--- src/verilog/mdp_pkg.sv ---
package mdp_pkg;

   // Decode and general logic input count, window geometry
   localparam int DEC_INPUTS     = 69;
   localparam int DEC_PAD        = 4;
   localparam int WINDOW_SIZE    = 256;
   localparam int CTRL_REG_COUNT = 39;
   localparam int PT_MAX         = 10;
   localparam int NUM_OMC        = 16;
   localparam int BANK_SIZE      = 8;
   localparam int NUM_IMC        = 20;
   localparam int MAIN_SECTORS   = 8;
   localparam int SEC_SECTORS    = 4;
   localparam int NUM_PERIPH     = 2;
   localparam int NUM_EXT_CS     = 2;
   localparam int PORT_C_GEN     = 4;
   localparam int PORT_D_PINS    = 2;
   localparam int JTAG_PINS      = 4;

   // Control window offsets
   localparam logic [7:0] OFF_IN_A     = 8'h00;
   localparam logic [7:0] OFF_IN_B     = 8'h01;
   localparam logic [7:0] OFF_OUT_A    = 8'h04;
   localparam logic [7:0] OFF_OUT_B    = 8'h05;
   localparam logic [7:0] OFF_DIR_A    = 8'h06;
   localparam logic [7:0] OFF_DIR_B    = 8'h07;
   localparam logic [7:0] OFF_IMC_A    = 8'h0A;
   localparam logic [7:0] OFF_IMC_B    = 8'h0B;
   localparam logic [7:0] OFF_IN_C     = 8'h10;
   localparam logic [7:0] OFF_IN_D     = 8'h11;
   localparam logic [7:0] OFF_OUT_C    = 8'h12;
   localparam logic [7:0] OFF_OUT_D    = 8'h13;
   localparam logic [7:0] OFF_DIR_C    = 8'h14;
   localparam logic [7:0] OFF_DIR_D    = 8'h15;
   localparam logic [7:0] OFF_IMC_C    = 8'h18;
   localparam logic [7:0] OFF_OMC_LOW  = 8'h20;
   localparam logic [7:0] OFF_OMC_HIGH = 8'h21;
   localparam logic [7:0] OFF_POWER    = 8'hB0;
   localparam logic [7:0] OFF_PAGE     = 8'hE0;

   // Reset values and field positions
   localparam logic [7:0] PAGE_RESET   = 8'h00;
   localparam logic [7:0] REG_RESET    = 8'h00;
   localparam logic       LOWPWR_RESET = 1'b0;
   localparam int         POWER_LOWPWR_BIT = 1;

   typedef struct packed {
      logic [15:0] addr;
      logic [7:0]  wdata;
      logic        rd;
      logic        wr;
      logic        fetch;
   } mdp_bus_s;

   typedef struct packed {
      logic [7:0] a;
      logic [7:0] b;
      logic [3:0] c;
      logic [1:0] d;
   } mdp_pins_s;

   typedef struct packed {
      logic [7:0] main_sector_selects;
      logic [3:0] secondary_sector_selects;
      logic       sram_select;
      logic       ctrl_window_select;
      logic       peripheral_window_select_1;
      logic       peripheral_window_select_0;
      logic [1:0] ext_chip_select;
   } mdp_sel_s;

endpackage

--- src/verilog/mdp_out_macrocell.sv ---
`timescale 1ns/1ps
`default_nettype none
module mdp_out_macrocell #(
   parameter int                 IN         = 69,
   parameter int                 PT         = 10,
   parameter logic [PT*IN-1:0]   TRUE_MASK  = '0,
   parameter logic [PT*IN-1:0]   COMP_MASK  = '0,
   parameter logic [PT-1:0]      PT_EN      = '0,
   parameter logic               REGISTERED = 1'b1
) (
   input  wire logic          clk,
   input  wire logic          rst,
   input  wire logic [IN-1:0] terms,
   input  wire logic          load,
   input  wire logic          load_value,
   output logic               q,
   output logic               out
);
   typedef struct packed {
      logic q;
   } mdp_omc_s;

   mdp_omc_s   s;
   mdp_omc_s   next_s;
   logic [PT-1:0] pterm;
   logic          sum;

   // Each product term ANDs selected true and complement inputs
   for (genvar j = 0; j < PT; j++) begin : g_pt
      assign pterm[j] = PT_EN[j]
                      & (&((terms | ~TRUE_MASK[j*IN +: IN]) & (~terms | ~COMP_MASK[j*IN +: IN])));
   end
   assign sum = |pterm;

   always_comb begin
      next_s = s;
      // Processor load beats the logic in the same cycle
      if (load) begin
         next_s.q = load_value;
      end else if (REGISTERED) begin
         next_s.q = sum;
      end
   end

   always_ff @(posedge clk) begin
      if (rst) begin
         s <= '0;
      end else begin
         s <= next_s;
      end
   end

   assign q   = s.q;
   assign out = REGISTERED ? s.q : sum;
endmodule
`default_nettype wire

--- src/verilog/mdp_decode.sv ---
// Behaviour
// - One SRAM select, raised for data reads or writes inside the SRAM range.
// - A 256-byte control window has its own select from the decode logic.
// - Control window answers data strobes only, never the program fetch strobe.
// - Control registers are chosen by offset from the window base address.
// - Control registers in the window cover ports, page, power and macrocells.
// - Eight-bit page register, written and read back by the processor.
// - Page bits feed both logic arrays as extended address lines.
// - Spare page bits are ordinary general logic inputs.
// - Page register clears to zero at reset.
// - Low-power mode lets the arrays idle while their inputs stay still.
// - Logic configuration is fixed; the processor cannot change it.
// - At most one memory or control window select per presented address; peripheral and chip selects are decoded independently.
// - Decode logic may drive external chip selects on port D.
// - Two peripheral selects; while either is active port A repeats data.
// - Decode logic takes 69 inputs: bus, page, pins and feedback.
// - Sixteen output macrocells in two banks of eight, twenty input macrocells.
// - Processor loads and reads every output macrocell flop directly.
// - Each output macrocell ORs up to ten terms, combinational or registered.
// - Low bank routes to port A or B, high bank to B or C.
// - Input macrocells clock or pass pins; processor reads them anytime.
// - JTAG pins go straight to test logic, bypassing input macrocells.
// - Low-power bit resets to zero, so arrays start fast.
`timescale 1ns/1ps
`default_nettype none
module mdp_decode #(
   parameter logic [15:0]  SRAM_BASE    = 16'h0000,
   parameter logic [15:0]  SRAM_LIMIT   = 16'h1FFF,
   parameter logic [15:0]  CTRL_BASE    = 16'h2000,
   parameter logic [127:0] MAIN_BASE    = '0,
   parameter logic [127:0] MAIN_LIMIT   = {8{16'hFFFF}},
   parameter logic [63:0]  MAIN_PAGE    = '0,
   parameter logic [7:0]   MAIN_PAGED   = 8'h00,
   parameter logic [7:0]   MAIN_DATA    = 8'h00,
   parameter logic [7:0]   MAIN_EN      = 8'h01,
   parameter logic [63:0]  SEC_BASE     = '0,
   parameter logic [63:0]  SEC_LIMIT    = '0,
   parameter logic [3:0]   SEC_DATA     = 4'h0,
   parameter logic [3:0]   SEC_EN       = 4'h0,
   parameter logic [31:0]  PERIPH_BASE  = '0,
   parameter logic [31:0]  PERIPH_LIMIT = '0,
   parameter logic [1:0]   PERIPH_EN    = 2'b00,
   parameter logic [31:0]  EXT_CS_BASE  = '0,
   parameter logic [31:0]  EXT_CS_LIMIT = '0,
   parameter logic [1:0]   EXT_CS_EN    = 2'b00,
   parameter logic [7:0]   LOW_ON_A     = 8'h00,
   parameter logic [7:0]   LOW_ON_B     = 8'h00,
   parameter logic [7:0]   HIGH_ON_B    = 8'h00,
   parameter logic [3:0]   HIGH_ON_C    = 4'h0,
   parameter logic [19:0]  IMC_CLOCKED  = {20{1'b1}},
   parameter int           PT           = 10,
   parameter logic [16*PT*69-1:0] OMC_TRUE  = '0,
   parameter logic [16*PT*69-1:0] OMC_COMP  = '0,
   parameter logic [16*PT-1:0]    OMC_PT_EN = '0,
   parameter logic [15:0]  OMC_REGISTERED = 16'hFFFF
) (
   input  wire logic                clk,
   input  wire logic                rst,
   input  wire mdp_pkg::mdp_bus_s   bus,
   input  wire mdp_pkg::mdp_pins_s  pin_in,
   input  wire logic [3:0]          jtag_pins,
   output logic [3:0]               jtag_to_test,
   output logic [7:0]               rdata,
   output logic                     rvalid,
   output mdp_pkg::mdp_sel_s        sel,
   output mdp_pkg::mdp_pins_s       pin_out,
   output mdp_pkg::mdp_pins_s       pin_oe,
   output logic [7:0]               page_lines,
   output logic                     low_power,
   output logic                     array_standby
);
   localparam int IN = mdp_pkg::DEC_INPUTS;

   typedef struct packed {
      logic [7:0]          page;
      logic                low_power;
      mdp_pkg::mdp_pins_s  out;
      mdp_pkg::mdp_pins_s  dir;
      logic [7:0]          imc_a;
      logic [7:0]          imc_b;
      logic [3:0]          imc_c;
      logic [7:0]          rdata;
      logic                rvalid;
      logic [IN-1:0]       prev_in;
      logic                standby;
      mdp_pkg::mdp_pins_s  pout;
      mdp_pkg::mdp_pins_s  poe;
   } mdp_state_s;

   mdp_state_s s;
   mdp_state_s next_s;

   logic [IN-1:0]  dec_in;
   logic [7:0]     main_hit;
   logic [3:0]     sec_hit;
   logic [1:0]     periph_hit;
   logic [1:0]     cs_hit;
   logic           data_acc;
   logic           sram_hit;
   logic           ctrl_hit;
   logic [15:0]    ctrl_top;
   logic [7:0]     offset;
   logic           ctrl_wr;
   logic           ctrl_rd;
   logic           periph_on;
   logic [15:0]    omc_q;
   logic [15:0]    omc_out;
   logic [15:0]    omc_load;
   logic [7:0]     main_first;
   logic [3:0]     sec_first;
   logic [19:0]    imc_now;

   function automatic logic in_range(input logic [15:0] a,
                                     input logic [15:0] lo,
                                     input logic [15:0] hi);
      return (a >= lo) && (a <= hi);
   endfunction

   // Bus, page, pins and feedback form the shared term vector
   assign dec_in = {{mdp_pkg::DEC_PAD{1'b0}}, omc_out, pin_in, s.page,
                    bus.fetch, bus.wr, bus.rd, bus.addr};
   assign data_acc = bus.rd | bus.wr;
   assign ctrl_top = CTRL_BASE + 16'(mdp_pkg::WINDOW_SIZE - 1);
   assign ctrl_hit = data_acc & in_range(bus.addr, CTRL_BASE, ctrl_top);
   assign sram_hit = data_acc & in_range(bus.addr, SRAM_BASE, SRAM_LIMIT);
   assign offset   = 8'(bus.addr - CTRL_BASE);

   for (genvar i = 0; i < mdp_pkg::MAIN_SECTORS; i++) begin : g_main
      assign main_hit[i] = MAIN_EN[i]
                         & in_range(bus.addr, MAIN_BASE[i*16 +: 16], MAIN_LIMIT[i*16 +: 16])
                         & (~MAIN_PAGED[i] | (s.page == MAIN_PAGE[i*8 +: 8]))
                         & (MAIN_DATA[i] ? data_acc : bus.fetch);
   end
   for (genvar i = 0; i < mdp_pkg::SEC_SECTORS; i++) begin : g_sec
      assign sec_hit[i] = SEC_EN[i]
                        & in_range(bus.addr, SEC_BASE[i*16 +: 16], SEC_LIMIT[i*16 +: 16])
                        & (SEC_DATA[i] ? data_acc : bus.fetch);
   end
   for (genvar i = 0; i < mdp_pkg::NUM_PERIPH; i++) begin : g_periph
      assign periph_hit[i] = PERIPH_EN[i] & data_acc
                           & in_range(bus.addr, PERIPH_BASE[i*16 +: 16], PERIPH_LIMIT[i*16 +: 16]);
      assign cs_hit[i] = EXT_CS_EN[i]
                       & in_range(bus.addr, EXT_CS_BASE[i*16 +: 16], EXT_CS_LIMIT[i*16 +: 16]);
   end

   // Overlapping ranges resolve by fixed priority instead of double-driving memory
   assign main_first = main_hit & (~main_hit + 8'h01);
   assign sec_first  = sec_hit & (~sec_hit + 4'h1);

   always_comb begin
      sel = '0;
      if (ctrl_hit) begin
         sel.ctrl_window_select = 1'b1;
      end else if (sram_hit) begin
         sel.sram_select = 1'b1;
      end else if (|main_hit) begin
         sel.main_sector_selects = main_first;
      end else begin
         sel.secondary_sector_selects = sec_first;
      end
      sel.peripheral_window_select_0 = periph_hit[0];
      sel.peripheral_window_select_1 = periph_hit[1];
      sel.ext_chip_select = cs_hit;
   end

   assign ctrl_wr   = sel.ctrl_window_select & bus.wr;
   assign ctrl_rd   = sel.ctrl_window_select & bus.rd;
   assign periph_on = |periph_hit;

   // Logic masks are elaboration constants; no write path reaches them
   for (genvar k = 0; k < mdp_pkg::NUM_OMC; k++) begin : g_omc
      assign omc_load[k] = ctrl_wr & (offset == ((k < mdp_pkg::BANK_SIZE)
                         ? mdp_pkg::OFF_OMC_LOW : mdp_pkg::OFF_OMC_HIGH));
      mdp_out_macrocell #(
         .IN         (IN),
         .PT         (PT),
         .TRUE_MASK  (OMC_TRUE[k*PT*IN +: PT*IN]),
         .COMP_MASK  (OMC_COMP[k*PT*IN +: PT*IN]),
         .PT_EN      (OMC_PT_EN[k*PT +: PT]),
         .REGISTERED (OMC_REGISTERED[k])
      ) u_omc (
         .clk        (clk),
         .rst        (rst),
         .terms      (dec_in),
         .load       (omc_load[k]),
         .load_value (bus.wdata[k % mdp_pkg::BANK_SIZE]),
         .q          (omc_q[k]),
         .out        (omc_out[k])
      );
   end

   // Input macrocells: clocked copy or straight pin value
   for (genvar m = 0; m < mdp_pkg::NUM_IMC; m++) begin : g_imc
      assign imc_now[m] = IMC_CLOCKED[m]
                        ? (m < 8 ? s.imc_a[m % 8] : (m < 16 ? s.imc_b[m % 8] : s.imc_c[m % 4]))
                        : (m < 8 ? pin_in.a[m % 8] : (m < 16 ? pin_in.b[m % 8]
                                                              : pin_in.c[m % 4]));
   end

   // Test pins never pass through input macrocells
   assign jtag_to_test = jtag_pins;

   always_comb begin
      next_s = s;
      next_s.rvalid = 1'b0;
      next_s.imc_a = pin_in.a;
      next_s.imc_b = pin_in.b;
      next_s.imc_c = pin_in.c;
      next_s.prev_in = dec_in;
      // Standby only when the inputs held still across a full cycle
      next_s.standby = s.low_power & (dec_in == s.prev_in);
      if (ctrl_wr) begin
         case (offset)
            mdp_pkg::OFF_PAGE:  next_s.page = bus.wdata;
            mdp_pkg::OFF_POWER: next_s.low_power = bus.wdata[mdp_pkg::POWER_LOWPWR_BIT];
            mdp_pkg::OFF_OUT_A: next_s.out.a = bus.wdata;
            mdp_pkg::OFF_OUT_B: next_s.out.b = bus.wdata;
            mdp_pkg::OFF_OUT_C: next_s.out.c = bus.wdata[3:0];
            mdp_pkg::OFF_OUT_D: next_s.out.d = bus.wdata[1:0];
            mdp_pkg::OFF_DIR_A: next_s.dir.a = bus.wdata;
            mdp_pkg::OFF_DIR_B: next_s.dir.b = bus.wdata;
            mdp_pkg::OFF_DIR_C: next_s.dir.c = bus.wdata[3:0];
            mdp_pkg::OFF_DIR_D: next_s.dir.d = bus.wdata[1:0];
            default: ;
         endcase
      end
      if (ctrl_rd) begin
         next_s.rvalid = 1'b1;
         case (offset)
            mdp_pkg::OFF_PAGE:     next_s.rdata = s.page;
            mdp_pkg::OFF_POWER:    next_s.rdata = 8'({s.low_power, 1'b0});
            mdp_pkg::OFF_IN_A:     next_s.rdata = pin_in.a;
            mdp_pkg::OFF_IN_B:     next_s.rdata = pin_in.b;
            mdp_pkg::OFF_IN_C:     next_s.rdata = 8'(pin_in.c);
            mdp_pkg::OFF_IN_D:     next_s.rdata = 8'(pin_in.d);
            mdp_pkg::OFF_OUT_A:    next_s.rdata = s.out.a;
            mdp_pkg::OFF_OUT_B:    next_s.rdata = s.out.b;
            mdp_pkg::OFF_OUT_C:    next_s.rdata = 8'(s.out.c);
            mdp_pkg::OFF_OUT_D:    next_s.rdata = 8'(s.out.d);
            mdp_pkg::OFF_DIR_A:    next_s.rdata = s.dir.a;
            mdp_pkg::OFF_DIR_B:    next_s.rdata = s.dir.b;
            mdp_pkg::OFF_DIR_C:    next_s.rdata = 8'(s.dir.c);
            mdp_pkg::OFF_DIR_D:    next_s.rdata = 8'(s.dir.d);
            mdp_pkg::OFF_IMC_A:    next_s.rdata = imc_now[7:0];
            mdp_pkg::OFF_IMC_B:    next_s.rdata = imc_now[15:8];
            mdp_pkg::OFF_IMC_C:    next_s.rdata = 8'(imc_now[19:16]);
            mdp_pkg::OFF_OMC_LOW:  next_s.rdata = omc_q[7:0];
            mdp_pkg::OFF_OMC_HIGH: next_s.rdata = omc_q[15:8];
            default:               next_s.rdata = mdp_pkg::REG_RESET;
         endcase
      end else if (periph_on & bus.rd) begin
         next_s.rvalid = 1'b1;
         next_s.rdata = pin_in.a;
      end
      // Pin routing; the repeater owns port A while a peripheral window is hit
      for (int i = 0; i < mdp_pkg::BANK_SIZE; i++) begin
         if (periph_on) begin
            next_s.pout.a[i] = bus.wdata[i];
            next_s.poe.a[i] = bus.wr;
         end else if (LOW_ON_A[i]) begin
            next_s.pout.a[i] = omc_out[i];
            next_s.poe.a[i] = 1'b1;
         end else begin
            next_s.pout.a[i] = s.out.a[i];
            next_s.poe.a[i] = s.dir.a[i];
         end
         if (LOW_ON_B[i]) begin
            next_s.pout.b[i] = omc_out[i];
            next_s.poe.b[i] = 1'b1;
         end else if (HIGH_ON_B[i]) begin
            next_s.pout.b[i] = omc_out[i + mdp_pkg::BANK_SIZE];
            next_s.poe.b[i] = 1'b1;
         end else begin
            next_s.pout.b[i] = s.out.b[i];
            next_s.poe.b[i] = s.dir.b[i];
         end
      end
      for (int i = 0; i < mdp_pkg::PORT_C_GEN; i++) begin
         next_s.pout.c[i] = HIGH_ON_C[i] ? omc_out[i + mdp_pkg::BANK_SIZE] : s.out.c[i];
         next_s.poe.c[i] = HIGH_ON_C[i] | s.dir.c[i];
      end
      for (int i = 0; i < mdp_pkg::PORT_D_PINS; i++) begin
         next_s.pout.d[i] = EXT_CS_EN[i] ? cs_hit[i] : s.out.d[i];
         next_s.poe.d[i] = EXT_CS_EN[i] | s.dir.d[i];
      end
   end

   always_ff @(posedge clk) begin
      if (rst) begin
         s <= '0;
         s.page <= mdp_pkg::PAGE_RESET;
         s.low_power <= mdp_pkg::LOWPWR_RESET;
      end else begin
         s <= next_s;
      end
   end

   assign rdata         = s.rdata;
   assign rvalid        = s.rvalid;
   assign pin_out       = s.pout;
   assign pin_oe        = s.poe;
   assign page_lines    = s.page;
   assign low_power     = s.low_power;
   assign array_standby = s.standby;
endmodule
`default_nettype wire

--- config.mk ---
export PLATFORM = sky130hd
export DESIGN_NAME = mdp_decode
export DESIGN_NICKNAME = d
export VERILOG_FILES = /design/src/verilog/mdp_pkg.sv /design/src/verilog/mdp_out_macrocell.sv /design/src/verilog/mdp_decode.sv
export SDC_FILE = /design/constraint.sdc
export NUM_CORES = 1
export LEC_CHECK = 0
export ABC_AREA = 1
export BUFFER_PORTS_ARGS = -buffer_cell sky130_fd_sc_hd__buf_2
export CORE_UTILIZATION = 44
export DETAILED_ROUTE_END_ITERATION = 8
export PLACE_DENSITY_LB_ADDON = 0.2
export SYNTH_ARGS = -nofsm -noshare
export SYNTH_HDL_FRONTEND = slang
export SYNTH_HIERARCHICAL = 1
export SYNTH_SLANG_ARGS = --single-unit
--- constraint.sdc ---
create_clock -name clk -period 2.3 [get_ports clk]
set_input_delay 0.23 -clock clk [delete_from_list [all_inputs] [get_ports clk]]
set_output_delay 0.23 -clock clk [all_outputs]
set_load 0.005 [all_outputs]
=== Yosys cells after proc, flatten, opt, wreduce, memory -nomap -nowiden ===
Index checks and enable logic that the tools add are counted.

* Register bits: 212
* Input port bits: 55
* Output and inout port bits: 85
* Logic and storage cells: 104

* Add/subtract/negate cells: 2
* Order comparisons: 5
* Eq/ne operators: 19
* Multiplexer cells: 7
* Bitwise gates (word level): 13
* Reduce and logical (&&, ||, !) cells: 16

{| class="wikitable"
|+ Operator list
! kind !! number
|-
| one-hot mux 8 bit (19 select lines) || 1
|-
| == test 65 x 69 -> 1 bit || 1
|-
| == test 8 x 5 -> 1 bit (second input constant) || 7
|-
| == test 8 x 3 -> 1 bit (second input constant) || 4
|-
| AND reduction 2 bit || 10
|-
| == test 8 x 4 -> 1 bit (second input constant) || 2
|-
| == test 8 x 6 -> 1 bit (second input constant) || 2
|-
| == test 8 bit (second input constant) || 2
|-
| >= comparator 16 x 1 -> 1 bit (second input constant) || 1
|-
| >= comparator 16 x 14 -> 1 bit (second input constant) || 1
|-
| <= comparator 16 x 13 -> 1 bit (second input constant) || 1
|-
| <= comparator 16 x 14 -> 1 bit (second input constant) || 1
|-
| <= comparator 16 bit (second input constant) || 1
|-
| 2-to-1 mux 13 bit || 1
|-
| 2-to-1 mux 12 bit || 1
|-
| adder 8 x 1 -> 8 bit (second input constant) || 1
|-
| AND 1 bit || 8
|-
| AND 1 x 8 -> 8 bit || 1
|-
| == test 8 x 1 -> 1 bit (second input constant) || 1
|-
| zero test 8 bit || 1
|-
| 2-to-1 mux 8 bit || 1
|-
| inverter 1 -> 8 bit || 1
|-
| subtractor 8 x 1 -> 8 bit (second input constant) || 1
|-
| OR reduction 2 bit || 2
|-
| 4 further kinds || 9
|}

=== Longest topological paths before layout ===
* Depth after elaboration: 9
* Depth in mapped cells: 12
* Depth with buffers taken out: 12

=== By module ===
The synthesis kept the hierarchy.

{| class="wikitable"
|+ Modules (own cells, without submodules)
! module !! instances !! cells an instance !! area each (sq um) !! sequential area each (sq um)
|-
| mdp_decode || 1 || 1096 || 7950.1 || 3443.3
|-
| mdp_out_macrocell || 16 || 4 || 37.5 || 20.0
|}

=== Least setup slack after synthesis ===
No wires, ideal clock.

* Path kind: input -> register
* Start: input port bus[25] in the netlist's numbering
* End: register g_omc[10].u_omc.s
* Setup time: 0.064 ns
* Arrival: 1.670 ns
* Required time: 2.236 ns
* Path slack: 0.566 ns
* Stages on the path: 9
* Buffers on the path: 1
* Cells stage by stage: nor2_1 -> nand4_1 -> nand3b_1 -> nor2_1 -> inv_2 -> buf_2 -> nor3_1 -> nand2_1 -> nor2_2

* Cells in the longest elaborated chain, start to end: 8
* Elaborated cells on any way between the ends: 9
* Those cells by class: 2 x order compare; 1 x mux; 4 x bitwise; 2 x reduce/logical

{| class="wikitable"
|+ RTL lines
! what !! RTL line !! source
|-
| start: declaration || mdp_decode.sv:59 || <nowiki>input wire mdp_pkg::mdp_bus_s bus,</nowiki>
|-
| >= comparator 16 x 14 -> 1 bit or <= comparator 16 x 14 -> 1 bit (tied branches) || mdp_decode.sv:116 || <nowiki>return (a >= lo) && (a <= hi);</nowiki>
|-
| logical AND 1 bit (*) || mdp_decode.sv:116 ||
|-
| AND 1 bit (*) || mdp_decode.sv:124 || <nowiki>assign ctrl_hit = data_acc & in_range(bus.addr, CTRL_BASE, ctrl_top);</nowiki>
|-
| 2-to-1 mux 1 bit (*) || mdp_decode.sv:152 || <nowiki>if (ctrl_hit) begin</nowiki>
|-
| AND 1 bit (*) || mdp_decode.sv:166 || <nowiki>assign ctrl_wr = sel.ctrl_window_select & bus.wr;</nowiki>
|-
| AND 1 bit (*) || mdp_decode.sv:172 || <nowiki>assign omc_load[k] = ctrl_wr & (offset == ((k < mdp_pkg::BANK_SIZE)</nowiki>
|-
| named net omc_load[10] || mdp_decode.sv:108 || <nowiki>logic [15:0] omc_load;</nowiki>
|-
| inverter 1 bit (no source line) (*) || n/a ||
|-
| OR reduction 2 bit (no source line) (*) || n/a ||
|-
| end signal: assignment || mdp_out_macrocell.sv:49 || <nowiki>s <= next_s;</nowiki>
|-
| end: declaration || mdp_out_macrocell.sv:23 || <nowiki>mdp_omc_s s;</nowiki>
|}

The timed path passes the listed nets; every way through them passes the cells marked *.
A chain may end at the register's enable or synchronous reset.

=== Final worst setup path ===
* Start: input port bus[18] in the netlist's numbering
* End: register s (netlist bit rdata[4])

* Cells in the longest elaborated chain, start to end: 5
* Elaborated cells on any way between the ends: 27
* Those cells by class: 1 x add/sub; 2 x order compare; 18 x eq/ne; 2 x mux; 2 x bitwise; 2 x reduce/logical

{| class="wikitable"
|+ RTL lines
! what !! RTL line !! source
|-
| parallel branches: the longest is 5 deep, another holds subtractor 8 x 1 -> 8 bit || n/a ||
|-
| end signal: assignment || mdp_decode.sv:294 || <nowiki>s <= next_s;</nowiki>
|-
| end: declaration || mdp_decode.sv:90 || <nowiki>mdp_state_s s;</nowiki>
|}

Parallel ways; which one is timed is not known.

==> flow_metrics.env <==
export IMPL_avgViaCountPerCell=5.06
export IMPL_worst_pin_slew_ns=0.674
export IMPL_route_detailed_drc=0
export IMPL_diodes=0
export IMPL_cts_resized=0
export IMPL_die_w_um=141
export IMPL_drive_above_1_share_pct=16.9
export IMPL_drv_cap=0
export IMPL_route_met2_wl_mm=11.2
export IMPL_crit_slowest_cell="o21ai_0"
export IMPL_antenna_found_initial=0
export IMPL_syn_area_per_cell_um2=7.37
export IMPL_synth_area_um2=8550
export IMPL_htreeDepth=4
export IMPL_cts_buffer_depth=2
export IMPL_io_buffers=116
export IMPL_drtAntennaViolNets=0
export IMPL_wl_met3_mm=2.16
export IMPL_multi_input_area_um2=3430
export IMPL_ios=140
export IMPL_hp_class="in2reg"
export IMPL_final_cell_mix="238 x nor2_1, 188 x dfxtp_1, 141 x nand2_1, 133 x inv_1, 115 x buf_2"
export IMPL_grt_ovfl_total=0
export IMPL_whs_ns=0.0317
export IMPL_crit_path_end_kind="flip-flop"
export IMPL_grt_pass1_wl_mm=39.1
export IMPL_crit_chain="buf_2 -> nor2_2 -> nand2_1 -> inv_2 -> nand2_2 -> o21ai_0 -> nor2_1 -> nand3_1 -> nand2_1 -> a21oi_1"
export IMPL_die_h_um=141
export IMPL_cts_hold_repair_buffers=0
export IMPL_cp_max_fo=18
export IMPL_core_um2=18900
export IMPL_clock_latency_ns=0.45
export IMPL_wirelength_mm=25.6
export IMPL_ys_seq_area_share_pct=44.0
export IMPL_post_route_util_pct=49.5
export IMPL_top_layer="met4"
export IMPL_drtIter0Drc=721
export IMPL_die_area_um2=20000
export IMPL_cp_required_ns=2.66
export IMPL_cts_buffers=17
export IMPL_synth_warnings=6
export IMPL_grt_pass1_vias=6675
export IMPL_fmax_ghz=0.593
export IMPL_hpwl_mm=19.3
export IMPL_skew_ns=0.0132
export IMPL_area_delta_synth_final_pct=9.29
export IMPL_initial_utilization_pct=45.3
export IMPL_finalHoldViolations=0
export IMPL_grtUsageTotal_pct=26.5
export IMPL_synthCells=1160
export IMPL_worst_path_most_repeated_cell="nand2_1"
export IMPL_path_clk_slew_ns=0.07
export IMPL_cts_sinks=188
export IMPL_leakage_nw=4.15
export IMPL_cts_setup_buffers=0
export IMPL_nFillCells=1952
export IMPL_setup_viol=0
export IMPL_post_route_period_util_pct=73.3
export IMPL_rows=50
export IMPL_gp_congestion=0.964
export IMPL_crit_family="simple AND/OR/NAND/NOR gates"
export IMPL_slew_headroom_pct=55.0
export IMPL_wl_met1_mm=11.7
export IMPL_startpoint_type="primary input"
export IMPL_critPathKind="in2reg"
export IMPL_worstPathArrival_ns=2.05
export IMPL_final_common_cell="nor2_1"
export IMPL_power_mw=6.62
export IMPL_routedWlPerCell_um=17.5
export IMPL_pwr_density_cell_nw_per_um2=708
export IMPL_slowest_delay_ns=0.46
export IMPL_tritoncts="yes"
export IMPL_vias=7423
export IMPL_synth_cell_type_count=35
export IMPL_synth_seq_cells=188
export IMPL_rsz0062_at_grt="no"
export IMPL_clock_root_buffer="clkbuf_16"
export IMPL_period_needed_ns=1.69
export IMPL_dr_pass1_iters=7
export IMPL_grt_start_max_net_pins=136
export IMPL_regArea_um2=3760
export IMPL_peakVddDrop_v=0.000493
export IMPL_final_nets=1248
export IMPL_setup_tns_ns=0
export IMPL_crit_buf_inv=2
export IMPL_drv_slew=0
export IMPL_status="finished clean"
metrics by stage:
stage	cell area, µm²	std cells	setup WS [ns]
final	9350	1466	0.615
after global routing	9350	1466	0.439
after floorplan	8600	1174	0.566
after CTS	9350	1466	0.686
after detailed placement	8760	1434	0.240
after global placement	8760	1434	0.246
flip-flops by register name (all words and copies together), names as in the netlist:
| name | count |
|---|---|
| s | 65 |
| next_s | 44 |
| pin_oe | 22 |
| pin_out | 22 |
| g_omc.u_omc/out | 16 |
| page_lines | 8 |
| rdata | 8 |
| array_standby | 1 |
| low_power | 1 |
| rvalid | 1 |
worst paths after layout:
path         cells after the start  slack, ns                        to                     startpoint
max                             10       0.61     rdata[4]$_SDFFE_PP0P_                        bus[18]
min                              3       0.03          s[60]$_SDFF_PP0_                        bus[26]
max reg2reg                      7       0.65  array_standby$_SDFF_PP0_  g_omc[7].u_omc/out$_SDFF_PP0_
min reg2reg                      2       0.45    pin_out[21]$_SDFF_PP0_        next_s[43]$_SDFFE_PP0P_
routing by layer:
| metal | up-vias | track usage, % |
|---|---|---|
| li1 | 3633 | - |
| met1 | 3419 | 37.3 |
| met2 | 336 | 40.2 |
| met3 | 35 | 5.50 |
| met4 | 0 | 9.17 |
| met5 | - | 0 |
logic make-up after synthesis:
group,count (synthesis),share of synthesized area [%]
compound gates,126,8.25
flops,188,44.0
simple gates,553,28.9
other cells,1,0.0439
buf+inv,269,16.5
xor+xnor,23,2.36
cell usage after synthesis:
library cell	number	area share [%]
a211oi_1	3	0.26
a21oi_1	9	0.53
a221oi_1	3	0.31
a22o_1	2	0.20
a22o_2	1	0.12
buf_1	3	0.13
buf_2	7	0.41
buf_4	100	8.8
buf_6	2	0.26
clkbuf_1	17	0.75
clkinv_1	1	0.044
conb_1	1	0.044
dfxtp_1	188	44
inv_1	133	5.8
inv_2	6	0.26
nand2_1	141	6.2
nand2_2	2	0.15
nand2_4	1	0.13
nand3_1	57	3.3
nand3b_1	3	0.26
nand4_1	8	0.59
nor2_1	238	10
nor2_2	23	1.7
nor2_4	4	0.53
nor2_8	5	1.2
nor3_1	68	4.0
nor4_1	2	0.15
nor4_4	1	0.25
o211ai_1	6	0.53
o21ai_0	80	4.7
o21ai_1	5	0.29
o221ai_1	3	0.31
o22ai_1	14	1.0
xnor2_1	15	1.5
xor2_1	8	0.82
where the power goes:
| part | internal [mW] | switching [mW] |
|---|---|---|
| Combinational | 0.111 | 0.274 |
| Clock | 1.53 | 1.38 |
| Sequential | 3.29 | 0.0243 |
worst reg2reg max path, cell delays in order, from the launching register on:
cell and delay, ns:
dfxtp_1 0.34, xnor2_1 0.25, nand4_1 0.25, nor3_1 0.22
nand2_1 0.07, nor2_1 0.22, nand3_1 0.12, nor2_1 0.12
layout make-up:
class                           count  area share [%]
Sequential cell                   188            40.3
Multi-Input combinational cell    717            36.7
Timing Repair Buffer              129            7.69
Inverter                          140            5.62
Clock buffer                       17            4.55
Tap cell                          260            3.48
Clock inverter                     15            1.67
No activity file was read; power rests on OpenSTA's default activity.
